File: config.mk
export PLATFORM = sky130hd
export DESIGN_NAME = sat_exec
export DESIGN_NICKNAME = d
export VERILOG_FILES = /design/src/rtl/sat_pkg.sv /design/src/rtl/sat_alu.sv /design/src/rtl/sat_exec.sv
export SDC_FILE = /design/constraint.sdc
export NUM_CORES = 1
export LEC_CHECK = 0
export ABC_AREA = 1
export BUFFER_PORTS_ARGS = -buffer_cell sky130_fd_sc_hd__buf_2
export CELL_PAD_IN_SITES_DETAIL_PLACEMENT = 0
export CELL_PAD_IN_SITES_GLOBAL_PLACEMENT = 2
export CORE_MARGIN = 5
export CORE_UTILIZATION = 25
export DETAILED_ROUTE_END_ITERATION = 7
export PLACE_DENSITY = 0.89
export SLEW_MARGIN = 10
export SYNTH_ARGS = -nofsm -noshare
export SYNTH_HDL_FRONTEND = slang
export SYNTH_SLANG_ARGS = --single-unit
File: constraint.sdc
create_clock -name sys_clk_i -period 3.17 [get_ports sys_clk_i]
set_input_delay 0.317 -clock sys_clk_i [delete_from_list [all_inputs] [get_ports sys_clk_i]]
set_output_delay 0.317 -clock sys_clk_i [all_outputs]
set_load 0.02 [all_outputs]
File: src/rtl/sat_pkg.sv
// Overview of operation
// - decrement-to-work-skip: working register gets memory minus one, skip when zero
// - skip discards the fetched next instruction, adds one dummy cycle: 2 cycles
// - set byte writes all ones to memory, flags untouched
// - set bit forces one selected memory bit high, rest and flags untouched
// - increment skip writes memory plus one back, skips on zero, no flags
// - increment-to-work-skip puts memory plus one in working register, skip on zero
// - bit set skip skips when selected bit is one, no changes
// - null skip skips when memory byte is zero, no changes
// - copy null skip copies memory to working register, skips when zero
// - bit clear skip skips when selected bit is zero, no changes
// - register subtract: work plus inverted memory plus one, flags updated
// - subtract to memory: same sum written back to memory, flags updated
// - immediate subtract: work plus inverted immediate plus one, flags updated
// - in-place swap exchanges memory nibbles, flags untouched
// - nibble exchange to work writes swapped byte to working register only
// - current-page table read: low byte to memory, high byte to latch
// - final-page table read: low byte to memory, high byte to latch
// - register xor into working register, zero flag only
// - xor to memory writes back to memory, zero flag only
// - immediate xor into working register, zero flag only
package sat_pkg;
    localparam int DATA_W = 8;
    localparam int ROM_W  = 16;
    localparam int OP_W   = 5;
    localparam logic [7:0] ALL_ONES   = 8'hff;
    localparam logic [7:0] WREG_RESET = 8'h00;
    localparam logic [7:0] LATCH_RESET = 8'h00;
    localparam logic [3:0] FLAG_RESET = 4'h0;
    // flag vector positions
    localparam int FLAG_C  = 0;
    localparam int FLAG_NB = 1;
    localparam int FLAG_Z  = 2;
    localparam int FLAG_SW = 3;

    typedef enum logic [OP_W-1:0] {
        OP_NONE      = 5'h00,
        OP_DEC_WSKIP = 5'h01,
        OP_SET_BYTE  = 5'h02,
        OP_SET_BIT   = 5'h03,
        OP_INC_SKIP  = 5'h04,
        OP_INC_WSKIP = 5'h05,
        OP_BSET_SKIP = 5'h06,
        OP_NULL_SKIP = 5'h07,
        OP_COPY_NSKP = 5'h08,
        OP_BCLR_SKIP = 5'h09,
        OP_SUB_REG   = 5'h0a,
        OP_SUB_MEM   = 5'h0b,
        OP_SUB_IMM   = 5'h0c,
        OP_SWAP_MEM  = 5'h0d,
        OP_SWAP_WORK = 5'h0e,
        OP_TBL_CUR   = 5'h0f,
        OP_TBL_FIN   = 5'h10,
        OP_XOR_REG   = 5'h11,
        OP_XOR_MEM   = 5'h12,
        OP_XOR_IMM   = 5'h13
    } sat_op_t;

    typedef enum logic [2:0] {
        ST_EXEC  = 3'b001,
        ST_TABLE = 3'b010,
        ST_DUMMY = 3'b100
    } sat_state_t;
endpackage

File: src/rtl/sat_alu.sv
`timescale 1ns/1ps
module sat_alu
    import sat_pkg::*;
(
    input  wire logic [DATA_W-1:0] work_i,     // working register
    input  wire logic [DATA_W-1:0] opnd_i,     // memory or immediate operand
    output logic      [DATA_W-1:0] diff_o,     // subtraction result
    output logic                   carry_o,    // set when no borrow
    output logic                   nibble_o,   // nibble carry
    output logic                   wrap_o      // signed overflow
);
    logic [4:0]        low_sum;
    logic [DATA_W:0]   full_sum;
    logic [DATA_W-1:0] inv;

    always_comb begin
        inv      = ~opnd_i;
        // subtraction as add of inverted operand plus one
        low_sum  = {1'b0, work_i[3:0]} + {1'b0, inv[3:0]} + 5'h01;
        full_sum = {1'b0, work_i} + {1'b0, inv} + 9'h001;
        diff_o   = full_sum[DATA_W-1:0];
        carry_o  = full_sum[DATA_W];
        nibble_o = low_sum[4];
        wrap_o   = (work_i[7] != opnd_i[7]) && (full_sum[7] != work_i[7]);
    end
endmodule // sat_alu

File: src/rtl/sat_exec.sv
`timescale 1ns/1ps
module sat_exec
    import sat_pkg::*;
#(
    parameter int PC_W   = 16,   // program counter width
    parameter int PAGE_W = 8     // bits of page offset given by the table pointer
)(
    input  wire logic                sys_clk_i,     // core clock
    input  wire logic                rstn_i,        // synchronous reset, active low
    input  wire logic                issue_i,       // instruction valid this cycle
    input  wire logic [OP_W-1:0]     op_i,          // decoded operation
    input  wire logic [2:0]          bit_sel_i,     // bit index for bit operations
    input  wire logic [DATA_W-1:0]   imm_i,         // immediate byte
    input  wire logic [DATA_W-1:0]   mem_rdata_i,   // addressed memory byte
    input  wire logic [PC_W-1:0]     pc_i,          // current program counter
    input  wire logic [PAGE_W-1:0]   table_pointer_i, // table pointer
    input  wire logic [ROM_W-1:0]    rom_data_i,    // table word, sampled in the cycle rom_req_o is high
    output logic                     busy_o,        // core must not issue
    output logic                     discard_o,     // drop the prefetched instruction
    output logic                     rom_req_o,     // table fetch request
    output logic      [PC_W-1:0]     rom_addr_o,    // table fetch address
    output logic                     mem_we_o,      // memory write strobe
    output logic      [DATA_W-1:0]   mem_wdata_o,   // memory write data
    output logic      [DATA_W-1:0]   working_register_o, // working register
    output logic      [DATA_W-1:0]   table_high_latch_o, // table high byte
    output logic                     signed_wrap_flag_o, // overflow flag
    output logic                     zero_flag_o,   // zero flag
    output logic                     nibble_borrow_flag_o, // half carry flag
    output logic                     carry_flag_o   // carry flag
);
    ////////////////////////////////////////////////////////////////////////////
    sat_state_t          state, next_state;
    logic [DATA_W-1:0]   wreg, next_wreg;
    logic [DATA_W-1:0]   latch, next_latch;
    logic [3:0]          flags, next_flags;
    logic                we, next_we;
    logic [DATA_W-1:0]   wdata, next_wdata;
    logic                disc, next_disc;
    logic                req, next_req;
    logic [PC_W-1:0]     raddr, next_raddr;

    logic [DATA_W-1:0]   sub_opnd, sub_res, xor_res, dec_val, inc_val, swapped;
    logic                sub_c, sub_nb, sub_sw;
    logic                skip;
    logic                sel_bit;

    sat_alu u_alu (
        .work_i   (wreg),
        .opnd_i   (sub_opnd),
        .diff_o   (sub_res),
        .carry_o  (sub_c),
        .nibble_o (sub_nb),
        .wrap_o   (sub_sw)
    );

    ////////////////////////////////////////////////////////////////////////////
    always_comb begin
        sub_opnd = (op_i == OP_SUB_IMM) ? imm_i : mem_rdata_i;
        xor_res  = wreg ^ ((op_i == OP_XOR_IMM) ? imm_i : mem_rdata_i);
        dec_val  = mem_rdata_i - 8'h01;
        inc_val  = mem_rdata_i + 8'h01;
        swapped  = {mem_rdata_i[3:0], mem_rdata_i[7:4]};
        sel_bit  = mem_rdata_i[bit_sel_i];
    end

    always_comb begin
        next_state = state;
        next_wreg  = wreg;
        next_latch = latch;
        next_flags = flags;
        next_we    = 1'b0;
        next_wdata = wdata;
        next_disc  = 1'b0;
        next_req   = 1'b0;
        next_raddr = raddr;
        skip       = 1'b0;
        case (state)
            ST_EXEC: begin
                if (issue_i) begin
                    case (op_i)
                        OP_DEC_WSKIP: begin
                            next_wreg = dec_val;
                            skip      = (dec_val == 8'h00);
                        end
                        OP_SET_BYTE: begin
                            next_we    = 1'b1;
                            next_wdata = ALL_ONES;
                        end
                        OP_SET_BIT: begin
                            next_we    = 1'b1;
                            next_wdata = mem_rdata_i | (8'h01 << bit_sel_i);
                        end
                        OP_INC_SKIP: begin
                            next_we    = 1'b1;
                            next_wdata = inc_val;
                            skip       = (inc_val == 8'h00);
                        end
                        OP_INC_WSKIP: begin
                            next_wreg = inc_val;
                            skip      = (inc_val == 8'h00);
                        end
                        OP_BSET_SKIP: begin
                            skip = sel_bit;
                        end
                        OP_NULL_SKIP: begin
                            skip = (mem_rdata_i == 8'h00);
                        end
                        OP_COPY_NSKP: begin
                            next_wreg = mem_rdata_i;
                            skip      = (mem_rdata_i == 8'h00);
                        end
                        OP_BCLR_SKIP: begin
                            skip = !sel_bit;
                        end
                        OP_SUB_REG, OP_SUB_IMM, OP_SUB_MEM: begin
                            if (op_i == OP_SUB_MEM) begin
                                next_we    = 1'b1;
                                next_wdata = sub_res;
                            end else begin
                                next_wreg = sub_res;
                            end
                            next_flags[FLAG_SW] = sub_sw;
                            next_flags[FLAG_Z]  = (sub_res == 8'h00);
                            next_flags[FLAG_NB] = sub_nb;
                            next_flags[FLAG_C]  = sub_c;
                        end
                        OP_SWAP_MEM: begin
                            next_we    = 1'b1;
                            next_wdata = swapped;
                        end
                        OP_SWAP_WORK: begin
                            next_wreg = swapped;
                        end
                        OP_TBL_CUR: begin
                            // page bits from the program counter, offset from the pointer
                            next_raddr = {pc_i[PC_W-1:PAGE_W], table_pointer_i};
                            next_req   = 1'b1;
                            next_state = ST_TABLE;
                        end
                        OP_TBL_FIN: begin
                            next_raddr = {{(PC_W-PAGE_W){1'b1}}, table_pointer_i};
                            next_req   = 1'b1;
                            next_state = ST_TABLE;
                        end
                        OP_XOR_REG, OP_XOR_IMM: begin
                            next_wreg          = xor_res;
                            next_flags[FLAG_Z] = (xor_res == 8'h00);
                        end
                        OP_XOR_MEM: begin
                            next_we            = 1'b1;
                            next_wdata         = xor_res;
                            next_flags[FLAG_Z] = (xor_res == 8'h00);
                        end
                        default: begin
                        end
                    endcase
                    if (skip) begin
                        // fetched follower is flushed, one dummy cycle follows
                        next_disc  = 1'b1;
                        next_state = ST_DUMMY;
                    end
                end
            end
            ST_TABLE: begin
                // table reads cost a second cycle while the rom answers
                next_we    = 1'b1;
                next_wdata = rom_data_i[DATA_W-1:0];
                next_latch = rom_data_i[ROM_W-1:DATA_W];
                next_state = ST_EXEC;
            end
            ST_DUMMY: begin
                next_state = ST_EXEC;
            end
            default: begin
                next_state = ST_EXEC;
            end
        endcase
    end

    always_ff @(posedge sys_clk_i) begin
        if (!rstn_i) begin
            state <= ST_EXEC;
            wreg  <= WREG_RESET;
            latch <= LATCH_RESET;
            flags <= FLAG_RESET;
            we    <= 1'b0;
            wdata <= 8'h00;
            disc  <= 1'b0;
            req   <= 1'b0;
            raddr <= '0;
        end else begin
            state <= next_state;
            wreg  <= next_wreg;
            latch <= next_latch;
            flags <= next_flags;
            we    <= next_we;
            wdata <= next_wdata;
            disc  <= next_disc;
            req   <= next_req;
            raddr <= next_raddr;
        end
    end

    ////////////////////////////////////////////////////////////////////////////
    always_comb begin
        busy_o               = (state != ST_EXEC);
        discard_o            = disc;
        rom_req_o            = req;
        rom_addr_o           = raddr;
        mem_we_o             = we;
        mem_wdata_o          = wdata;
        working_register_o   = wreg;
        table_high_latch_o   = latch;
        signed_wrap_flag_o   = flags[FLAG_SW];
        zero_flag_o          = flags[FLAG_Z];
        nibble_borrow_flag_o = flags[FLAG_NB];
        carry_flag_o         = flags[FLAG_C];
    end
endmodule // sat_exec

==> out/qor.yml, run 1 <==
status: "finished clean"
grt_pass1_vias: 4611
grt_usage_pct: 16.10
synthAdderAreaFrac_pct: 4.141
power_frac_seq_pct: 37.6
die_w_um: 138.2
clock_power_share_pct: 36.5
power_density_nw_per_um2: 349.8
hold_buffers: 0
hold_viol: 0
yosys.area_share.simple_pct: 45.92
cts_made_buffers: 5
num_vias: 4865
fillCellCount: 1899
slew_violations: 0
cts_resized: 0
power.share.combinational_pct: 25.9
grt_pass1_wl_um: 25190
start_util_pct: 25.68
dieArea_um2: 19100
ys_seq_elements: 50
critPathRequiredTime_ps: 3320
whs_ps: 233.7
clock_latency_ps: 300
ant_nets: 0
rsz0062_at_grt: "false"
hold_class: "primary input to flip-flop"
worstSetupStartpointType: "primary input"
io_buffers: 106
syn-num-nets: 789
synth-xor-area-share_pct: 1.279
root_buffer: "clkbuf_16"
async_reset_ff_share_pct: 0
h-tree-depth: 2
layout_commonest_cell: "nand2_1"
core_area_um2: 16000
synth_edf_count: 0
areaGrowthSynthToFinish_pct: 22.78
clk_pin_slew_ps: 80
globalRouteOverflowTotal: 0
synth_area_leaders: "dfxtp_1 (24%), nand2_1 (19%), nor2_1 (11%), nand3_1 (7.7%), o21ai_0 (7.6%)"
p_leak_uw: 0.002585
vias_per_cell: 4.728
worstMarginPinSlew_ps: 884.1
cts_tree: "built"
rows: 46
synth_flop_cell: "dfxtp_1"
fin_crit_ps: 2594
p_int_uw: 1175
gp_congestion: 0.9412
synth_top_family_by_area: "simple AND/OR/NAND/NOR gates"
synth_top_area_cell: "dfxtp_1"
ys_seq_area_share_pct: 24.36
switchingPower_uw: 590.0
tns_ps: 0
final_area_um2: 5045
synth_area_um2: 4109
synth_compound_area_share_pct: 15.04
finClkSkew_ps: 9.744
first_pass_iters: 5
antenna_cells: 0
dp.final_hpwl_um: 12740
irDropWorstVdd_mv: 0.3037
fp.dieH_um: 138.2
post_cts_buffers: 0
period_share_pct: 81.85
critPathMaxFanout: 11
cts.sinks: 50
maxCapViolCount: 0
syn_avg_cell_area_um2: 5.795
synth_mux_area_share_pct: 0
drc: 0
crit_type: "primary input to flip-flop"
io_pins: 115
final_cell_mix: "nand2_1 (203), nor2_1 (120), buf_2 (106)"
final_layout_size_suffix_gt1_share_pct: 19.56
synthDominantCellAreaShare_pct: 24.36
critPathCaptureType: "flip-flop"
ys_types: 36
post-place-ws_ps: 276.5
nets: 892
drt_iter0_drc: 442
grt_antenna_before_repair: 0
cts_max_path_buffers: 2
clock.fmax_ghz: 0.3854
slew_headroom_pct: 41.00
cp.arrival_ps: 2750
synthCells: 709
setup_viol: 0
swShare_pct: 33.43
synth_warnings: 0
place_area_um2: 4871
wirelength_um: 16030
layout_setup_ws_ps: 575.5
wl_per_cell_um: 15.57
grt_max_degree: 26
[critical path: stages]
cell and delay [ps]:
buf_2 170, inv_2 190, nand3_4 170, o21ai_0 270
ha_1 200, inv_1 50, fa_1 440, nand3_1 150
nand2_1 70, or2_2 280, nand3_1 100, nand3_1 130
o21ai_1 140, a21oi_1 70
[cell families after synthesis]
group | count (synthesis)
XOR/XNOR | 6
AO/OA/AOI/OAI | 116
buffers and inverters | 93
adder cells (fa/ha/maj) | 13
AND/OR/NAND/NOR | 431
flip-flops | 50
[state kept, by name, summed over array words and instances (netlist names)]
signal and count:
working_register_o 8, rom_req_o 1, flags 4, discard_o 1
table_high_latch_o 8, state 3, mem_we_o 1, mem_wdata_o 8
rom_addr_o 16
[worst paths after layout]
kind,startpoint,cells past startpoint,slack [ps],to
setup / recovery,op_i[4],14,580,working_register_o[4]$_SDFFE_PN0P_
hold reg to reg,rom_addr_o[11]$_SDFFE_PN0P_,2,470,rom_addr_o[11]$_SDFFE_PN0P_
hold / removal,table_pointer_i[4],3,230,rom_addr_o[4]$_SDFFE_PN0P_
setup reg to reg,working_register_o[0]$_SDFFE_PN0P_,11,960,working_register_o[4]$_SDFFE_PN0P_
[layer usage]
layer | global-route usage (%) | up-vias | wire length, µm
met2 | 25.92 | 194 | 7095
met3 | 3.724 | 14 | 1279
met1 | 22.30 | 2168 | 7454
met4 | 2.808 | 0 | 196
li1 | - | 2489 | -
met5 | 0 | - | 0
[metrics by stage]
stage	instances	utilization [%]	power (µW)
final	1029	31.53	1765
after global routing	1029	31.53	1862
after CTS	1029	31.53	1782
after detailed placement	1021	30.44	1132
after global placement	1021	30.44	1136
after floorplan	709	-	970.8
[final cells by class]
| cell class | instances | area (µm²) | area share, % |
|---|---|---|---|
| multi-input combinational | 566 | 2728 | 54.07 |
| sequential | 50 | 1001 | 19.84 |
| timing repair buffer | 114 | 590.6 | 11.71 |
| inverter | 75 | 281.5 | 5.580 |
| tap | 216 | 270.3 | 5.357 |
| clock buffer | 5 | 125.1 | 2.480 |
| clock inverter | 3 | 48.80 | 0.9673 |
[cell usage after synthesis (all sizes together), types with 3 or more instances]
cell	number
a21oi	40
buf	8
clkbuf	10
clkinv	3
dfxtp	50
ha	12
inv	72
nand2	210
nand3	68
nand4	12
nor2	132
nor3	6
o211ai	5
o21ai	66
xor2	4
[power groups by stage]
stage / clock [µW] / sequential, µW / combinational [µW]
detailed placement: 0 / 678 / 454
floorplan: 0 / 697 / 273
finish: 644 / 663 / 457
global route: 688 / 666 / 509
CTS: 662 / 663 / 456
global placement: 0 / 678 / 458
Power figures use the tool's default switching activity.
==> inputs of run 2 (changes only) <==
- clock period: 3.17 -> 2.7 ns (I/O delays scaled with it)
==> out/qor.yml, run 2 (synthesis results as in run 1) <==
core_area_um2: 16000  # unchanged
dp.final_hpwl_um: 13110  # +2.9%
hold_buffers: 0  # unchanged
layout_setup_ws_ps: 374.8  # -200.7 ps
setup_viol: 0  # unchanged
worstSetupStartpointType: "primary input"
power_frac_seq_pct: 37.6  # about the same
dieArea_um2: 19100  # unchanged
crit_type: "primary input to flip-flop"
irDropWorstVdd_mv: 0.2633  # -13%
grt_pass1_wl_um: 26150  # +3.8%
clock.fmax_ghz: 0.4301
io_buffers: 106  # unchanged
clock_power_share_pct: 35.5  # -1.0 points
die_w_um: 138.2  # unchanged
antenna_cells: 0  # unchanged
areaGrowthSynthToFinish_pct: 25.46
slew_violations: 0  # unchanged
clock_latency_ps: 300  # about the same
cts.sinks: 50  # unchanged
nets: 908  # +1.8%
p_int_uw: 1383  # +18%
critical-path-slowest-cell: "fa_1"
globalRouteOverflowTotal: 0  # unchanged
hold_class: "primary input to flip-flop"
post_cts_buffers: 0  # unchanged
crit_chain: "buf_2, nor2_2, nand3_4, o21ai_0, ha_1, inv_1, fa_1, nand3_1, nand2_1, or2_2, nand3_1, nand3_1, o21ai_1, a21oi_1"
wl_per_cell_um: 15.60  # +0.17%
rows: 46  # unchanged
maxCapViolCount: 0  # unchanged
finalCoreUtilization_pct: 32.22  # +0.69 points
switchingPower_uw: 686.7  # +16%
critical_path.top_delay_family: "simple AND/OR/NAND/NOR gates"
period_share_pct: 86.12
grt_max_degree: 26  # unchanged
critPathMaxFanout: 3  # -8
start_util_pct: 25.68  # unchanged
fin_crit_ps: 2325
vias_per_cell: 4.669  # -1.3%
num_vias: 4874  # +0.18%
gp_congestion: 0.9228  # -2.0%
swShare_pct: 33.18  # -0.25 points
r2r_slack_ps: 560  # -400 ps
slew_headroom_pct: 41.71  # +0.71 points
cp.arrival_ps: 2470  # -280 ps
wirelength_um: 16290  # +1.6%
final_layout_size_suffix_gt1_share_pct: 21.01  # +1.5 points
layout_commonest_cell: "nand2_1"
tns_ps: 0  # unchanged
grt_antenna_before_repair: 0  # unchanged
ant_nets: 0  # unchanged
largest_register_ff_count: 16  # unchanged
power.share.combinational_pct: 26.9  # +1.0 points
first_pass_iters: 5  # unchanged
grt_usage_pct: 16.65  # +0.56 points
crit_top_cell: "nand3_1"
h-tree-depth: 2  # unchanged
status: "finished clean"
finClkSkew_ps: 8.015  # -1.729 ps
crit_buf_inv: 2  # -1
cts_tree: "built"
hold_viol: 0  # unchanged
critPathRequiredTime_ps: 2850  # -470 ps
cpPeakStageDelay_ps: 420  # -20 ps
cts_resized: 0  # unchanged
drt_iter0_drc: 383  # -13%
cts_made_buffers: 5  # unchanged
drc: 0  # unchanged
critPathCaptureType: "flip-flop"
clk_pin_slew_ps: 70  # about the same
power_density_nw_per_um2: 401.4  # +15%
io_pins: 115  # unchanged
fp.dieH_um: 138.2  # unchanged
root_buffer: "clkbuf_16"
worstMarginPinSlew_ps: 873.4  # -10.64 ps
rsz0062_at_grt: "false"
post-place-ws_ps: 38.85  # -237.6 ps
grt_pass1_vias: 4778  # +3.6%
p_leak_uw: 0.002659  # +2.9%
cts_max_path_buffers: 2  # unchanged
final_cell_mix: "nand2_1 (203), nor2_1 (120), buf_2 (106)"
## run 2: changes by cell type in the layout (fill, tap and decap cells not counted), sizes merged
cell      delta
clkinv       +1
buf         +16
inv          -1
clkinvlp     -1
## run 2: through the flow
| step | instance area [µm²] | total power (µW) | hold slack [ps] | cells |
|---|---|---|---|---|
| after floorplan | 4109 | 1140 | 404.9 | 709 |
| after global placement | 4991 | 1354 | 445.9 | 1037 |
| after detailed placement | 4991 | 1349 | 453.3 | 1037 |
| after CTS | 5155 | 2087 | 190.5 | 1044 |
| after global routing | 5155 | 2189 | 199.7 | 1044 |
| final | 5155 | 2069 | 194.8 | 1044 |
## run 2: layout make-up
class                           instances  area, µm²
Fill cell                            1904      10850
Multi-Input combinational cell        566       2728
Sequential cell                        50       1001
Timing Repair Buffer                  130      710.7
Inverter                               75      281.5
Tap cell                              216      270.3
Clock buffer                            5      125.1
Clock inverter                          2      38.79
## run 2: worst reg2reg max path: cells and delay by family (launching register included)
| kind | cells | cell delay (ps) |
|---|---|---|
| buffers and inverters | 2 | 180 |
| adders and majority gates | 2 | 580 |
| DFF | 1 | 340 |
| AOI/OAI and AO/OA | 2 | 200 |
| and+or+nand+nor | 5 | 700 |
## run 2: power by group through the flow
stage | Combinational (µW) | Sequential (µW) | Clock (µW)
2_1_floorplan | 321 | 819 | 0
4_1_cts | 556 | 778 | 752
6_report | 557 | 778 | 734
3_5_place_dp | 554 | 795 | 0
3_3_place_gp | 558 | 796 | 0
5_1_grt | 623 | 782 | 784
## run 2: final timing paths
check / from / endpoint / cells past startpoint
worst max-delay path: op_i[0] / working_register_o[4]$_SDFFE_PN0P_ / 14
worst min register to register: rom_addr_o[8]$_SDFFE_PN0P_ / rom_addr_o[8]$_SDFFE_PN0P_ / 2
worst max register to register: working_register_o[0]$_SDFFE_PN0P_ / working_register_o[4]$_SDFFE_PN0P_ / 11
worst min-delay path: rom_data_i[15] / table_high_latch_o[7]$_SDFFE_PN0P_ / 3
## run 2: layer usage
metal	GRT usage, %	part of all wire, %	vias up
met4	3.744	1.7	0
met1	22.81	48	2171
li1	-	-	2525
met2	26.62	43	158
met3	4.000	7.3	20
met5	0	0	-
==> inputs of run 3 (changes only) <==
- RECOVER_POWER: default -> 100
- SYNTH_HIERARCHICAL: default -> 1
==> out/qor.yml, run 3 <==
dieArea_um2: 19430  # +1.8%
finClkSkew_ps: 6.264  # -1.751 ps
worstSetupStartpointType: "primary input"
slew_headroom_pct: 24.27  # -17 points
cp.arrival_ps: 2470  # about the same
cts_max_path_buffers: 2  # unchanged
globalRouteOverflowTotal: 0  # unchanged
crit_type: "primary input to flip-flop"
irDropWorstVdd_mv: 0.2381  # -9.6%
grt_antenna_before_repair: 0  # unchanged
post_cts_buffers: 0  # unchanged
dp_cells: 1068  # +3.0%
synth_area_leaders: "dfxtp_1 (24%), nand2_1 (20%), nor2_1 (9.5%), inv_1 (7.8%), nand3_1 (7.4%)"
rows: 47  # +2.2%
worstMarginPinSlew_ps: 1136  # +262.5 ps
tns_ps: 0  # unchanged
ant_nets: 0  # unchanged
fp.dieH_um: 139.4  # +0.87%
final_layout_size_suffix_gt1_share_pct: 14.50  # -6.5 points
largest_register_ff_count: 16  # unchanged
syn-num-nets: 814  # +3.2%
fin_cells: 1075  # +3.0%
cts.sinks: 50  # unchanged
grt_usage_pct: 16.39  # -0.27 points
first_pass_iters: 5  # unchanged
synth_warnings: 6  # +6
synth_top_area_cell: "dfxtp_1"
synth.most_common_cell: "nand2_1"
vias_per_cell: 4.608  # -1.3%
setup_viol: 0  # unchanged
dp.final_hpwl_um: 13180  # +0.53%
cts_resized: 0  # unchanged
fin_crit_ps: 2327  # +2.064 ps
die_w_um: 139.4  # +0.87%
ys_seq_area_share_pct: 23.91  # -0.45 points
num_vias: 4954  # +1.6%
synthTopCellsByCount: "nand2_1 (224), nor2_1 (106), inv_1 (87), nand3_1 (62), o21ai_0 (58)"
slew_violations: 0  # unchanged
wirelength_um: 16380  # +0.56%
synth_flop_cell: "dfxtp_1"
drc: 0  # unchanged
layout_commonest_cell: "nand2_1"
hold_class: "primary input to flip-flop"
fillCellCount: 1906  # +0.11%
core_area_um2: 16520  # +3.3%
syn_avg_cell_area_um2: 5.704  # -1.6%
start_util_pct: 25.34  # -0.35 points
antenna_cells: 0  # unchanged
drt_iter0_drc: 390  # +1.8%
nets: 935  # +3.0%
period_share_pct: 86.19  # about the same
hold_buffers: 0  # unchanged
h-tree-depth: 2  # unchanged
p_leak_uw: 0.002562  # -3.7%
io_buffers: 106  # unchanged
grt_pass1_wl_um: 25450  # -2.7%
rsz0062_at_grt: "false"
synth_edf_count: 0  # unchanged
synth_area_um2: 4187  # +1.9%
io_pins: 115  # unchanged
gp_congestion: 0.9209  # -0.21%
hold_viol: 0  # unchanged
cts_tree: "built"
async_reset_ff_share_pct: 0  # unchanged
ys_seq_elements: 50  # unchanged
grt_pass1_vias: 4779  # +0.021%
ys_types: 39  # +8.3%
clock.fmax_ghz: 0.4297  # about the same
critPathMaxFanout: 11  # +8
synthCells: 734  # +3.5%
areaGrowthSynthToFinish_pct: 23.07
critPathCaptureType: "flip-flop"
clk_pin_slew_ps: 70  # about the same
root_buffer: "clkbuf_16"
critPathRequiredTime_ps: 2840  # about the same
maxCapViolCount: 0  # unchanged
synthDominantCellAreaShare_pct: 23.91  # -0.45 points
cts_made_buffers: 5  # unchanged
power_density_nw_per_um2: 380.0  # -5.3%
grt_max_degree: 29  # +12%
status: "finished clean"
wl_per_cell_um: 15.24  # -2.3%
clock_latency_ps: 290  # about the same
final_cell_mix: "nand2_1 (225), nor2_1 (107), inv_1 (87)"
-- run 3: final timing paths --
kind / startpoint / endpoint / slack, ps / depth (start not counted)
worst max-delay path: op_i[3] / working_register_o[7]$_SDFFE_PN0P_ / 370 / 20
worst min register to register: table_high_latch_o[7]$_SDFFE_PN0P_ / table_high_latch_o[7]$_SDFFE_PN0P_ / 460 / 2
worst min-delay path: table_pointer_i[4] / rom_addr_o[4]$_SDFFE_PN0P_ / 190 / 3
worst max register to register: working_register_o[0]$_SDFFE_PN0P_ / flags[2]$_SDFFE_PN0P_ / 430 / 11
-- run 3: critical path, stage by stage --
cell	delay (ps)
buf_2	100
nand2_1	100
nor2_4	50
nand2_4	100
clkbuf_1	250
nand2_1	70
o21ai_0	80
inv_1	60
ha_1	310
nand2_1	80
nand2_1	80
a21oi_2	160
nand2_2	80
xor2_2	160
nand2_1	130
o21ai_0	100
inv_1	60
nand3_1	70
nand2_1	80
a21oi_1	60
-- run 3: final cells by class --
cell class | count | area, µm² | area share, %
sequential | 50 | 1001 | 19.43
multi-input combinational | 571 | 2720 | 52.79
clock inverter | 2 | 15.01 | 0.2914
tap | 220 | 275.3 | 5.342
clock buffer | 5 | 125.1 | 2.428
inverter | 94 | 352.8 | 6.848
timing repair buffer | 133 | 663.1 | 12.87
-- run 3: routing by layer --
metal | GRT usage, % | vias up | wire, µm
met3 | 2.436 | 26 | 790
met5 | 0 | - | 0
met4 | 4.531 | 0 | 320
li1 | - | 2564 | -
met2 | 27.18 | 127 | 7461
met1 | 22.20 | 2237 | 7809
-- run 3: cell families after synthesis --
| group | count (synthesis) | share of synthesized area [%] |
|---|---|---|
| flip-flops | 50 | 23.91 |
| AND/OR/NAND/NOR | 450 | 46.89 |
| adder cells (fa/ha/maj) | 13 | 4.064 |
| XOR/XNOR | 7 | 1.644 |
| AO/OA/AOI/OAI | 100 | 12.49 |
| buffers and inverters | 113 | 10.76 |
| multiplexers | 1 | 0.2391 |
-- run 3: power by group --
part	total (µW)	internal [µW]	switching (µW)
Sequential	780	761	19.1
Combinational	556	186	371
Clock	622	339	283
-- run 3: through the flow --
stage	setup slack (ps)	hold slack, ps	power [µW]	cell area, µm²	util [%]
2_1_floorplan	104.1	397.2	1143	4187	-
3_3_place_gp	43.40	449.7	1361	5097	30.85
3_5_place_dp	51.82	453.4	1359	5097	30.85
4_1_cts	344.3	185.0	1990	5238	31.70
5_1_grt	24.64	188.9	2080	5152	31.18
6_report	372.7	194.3	1958	5152	31.18
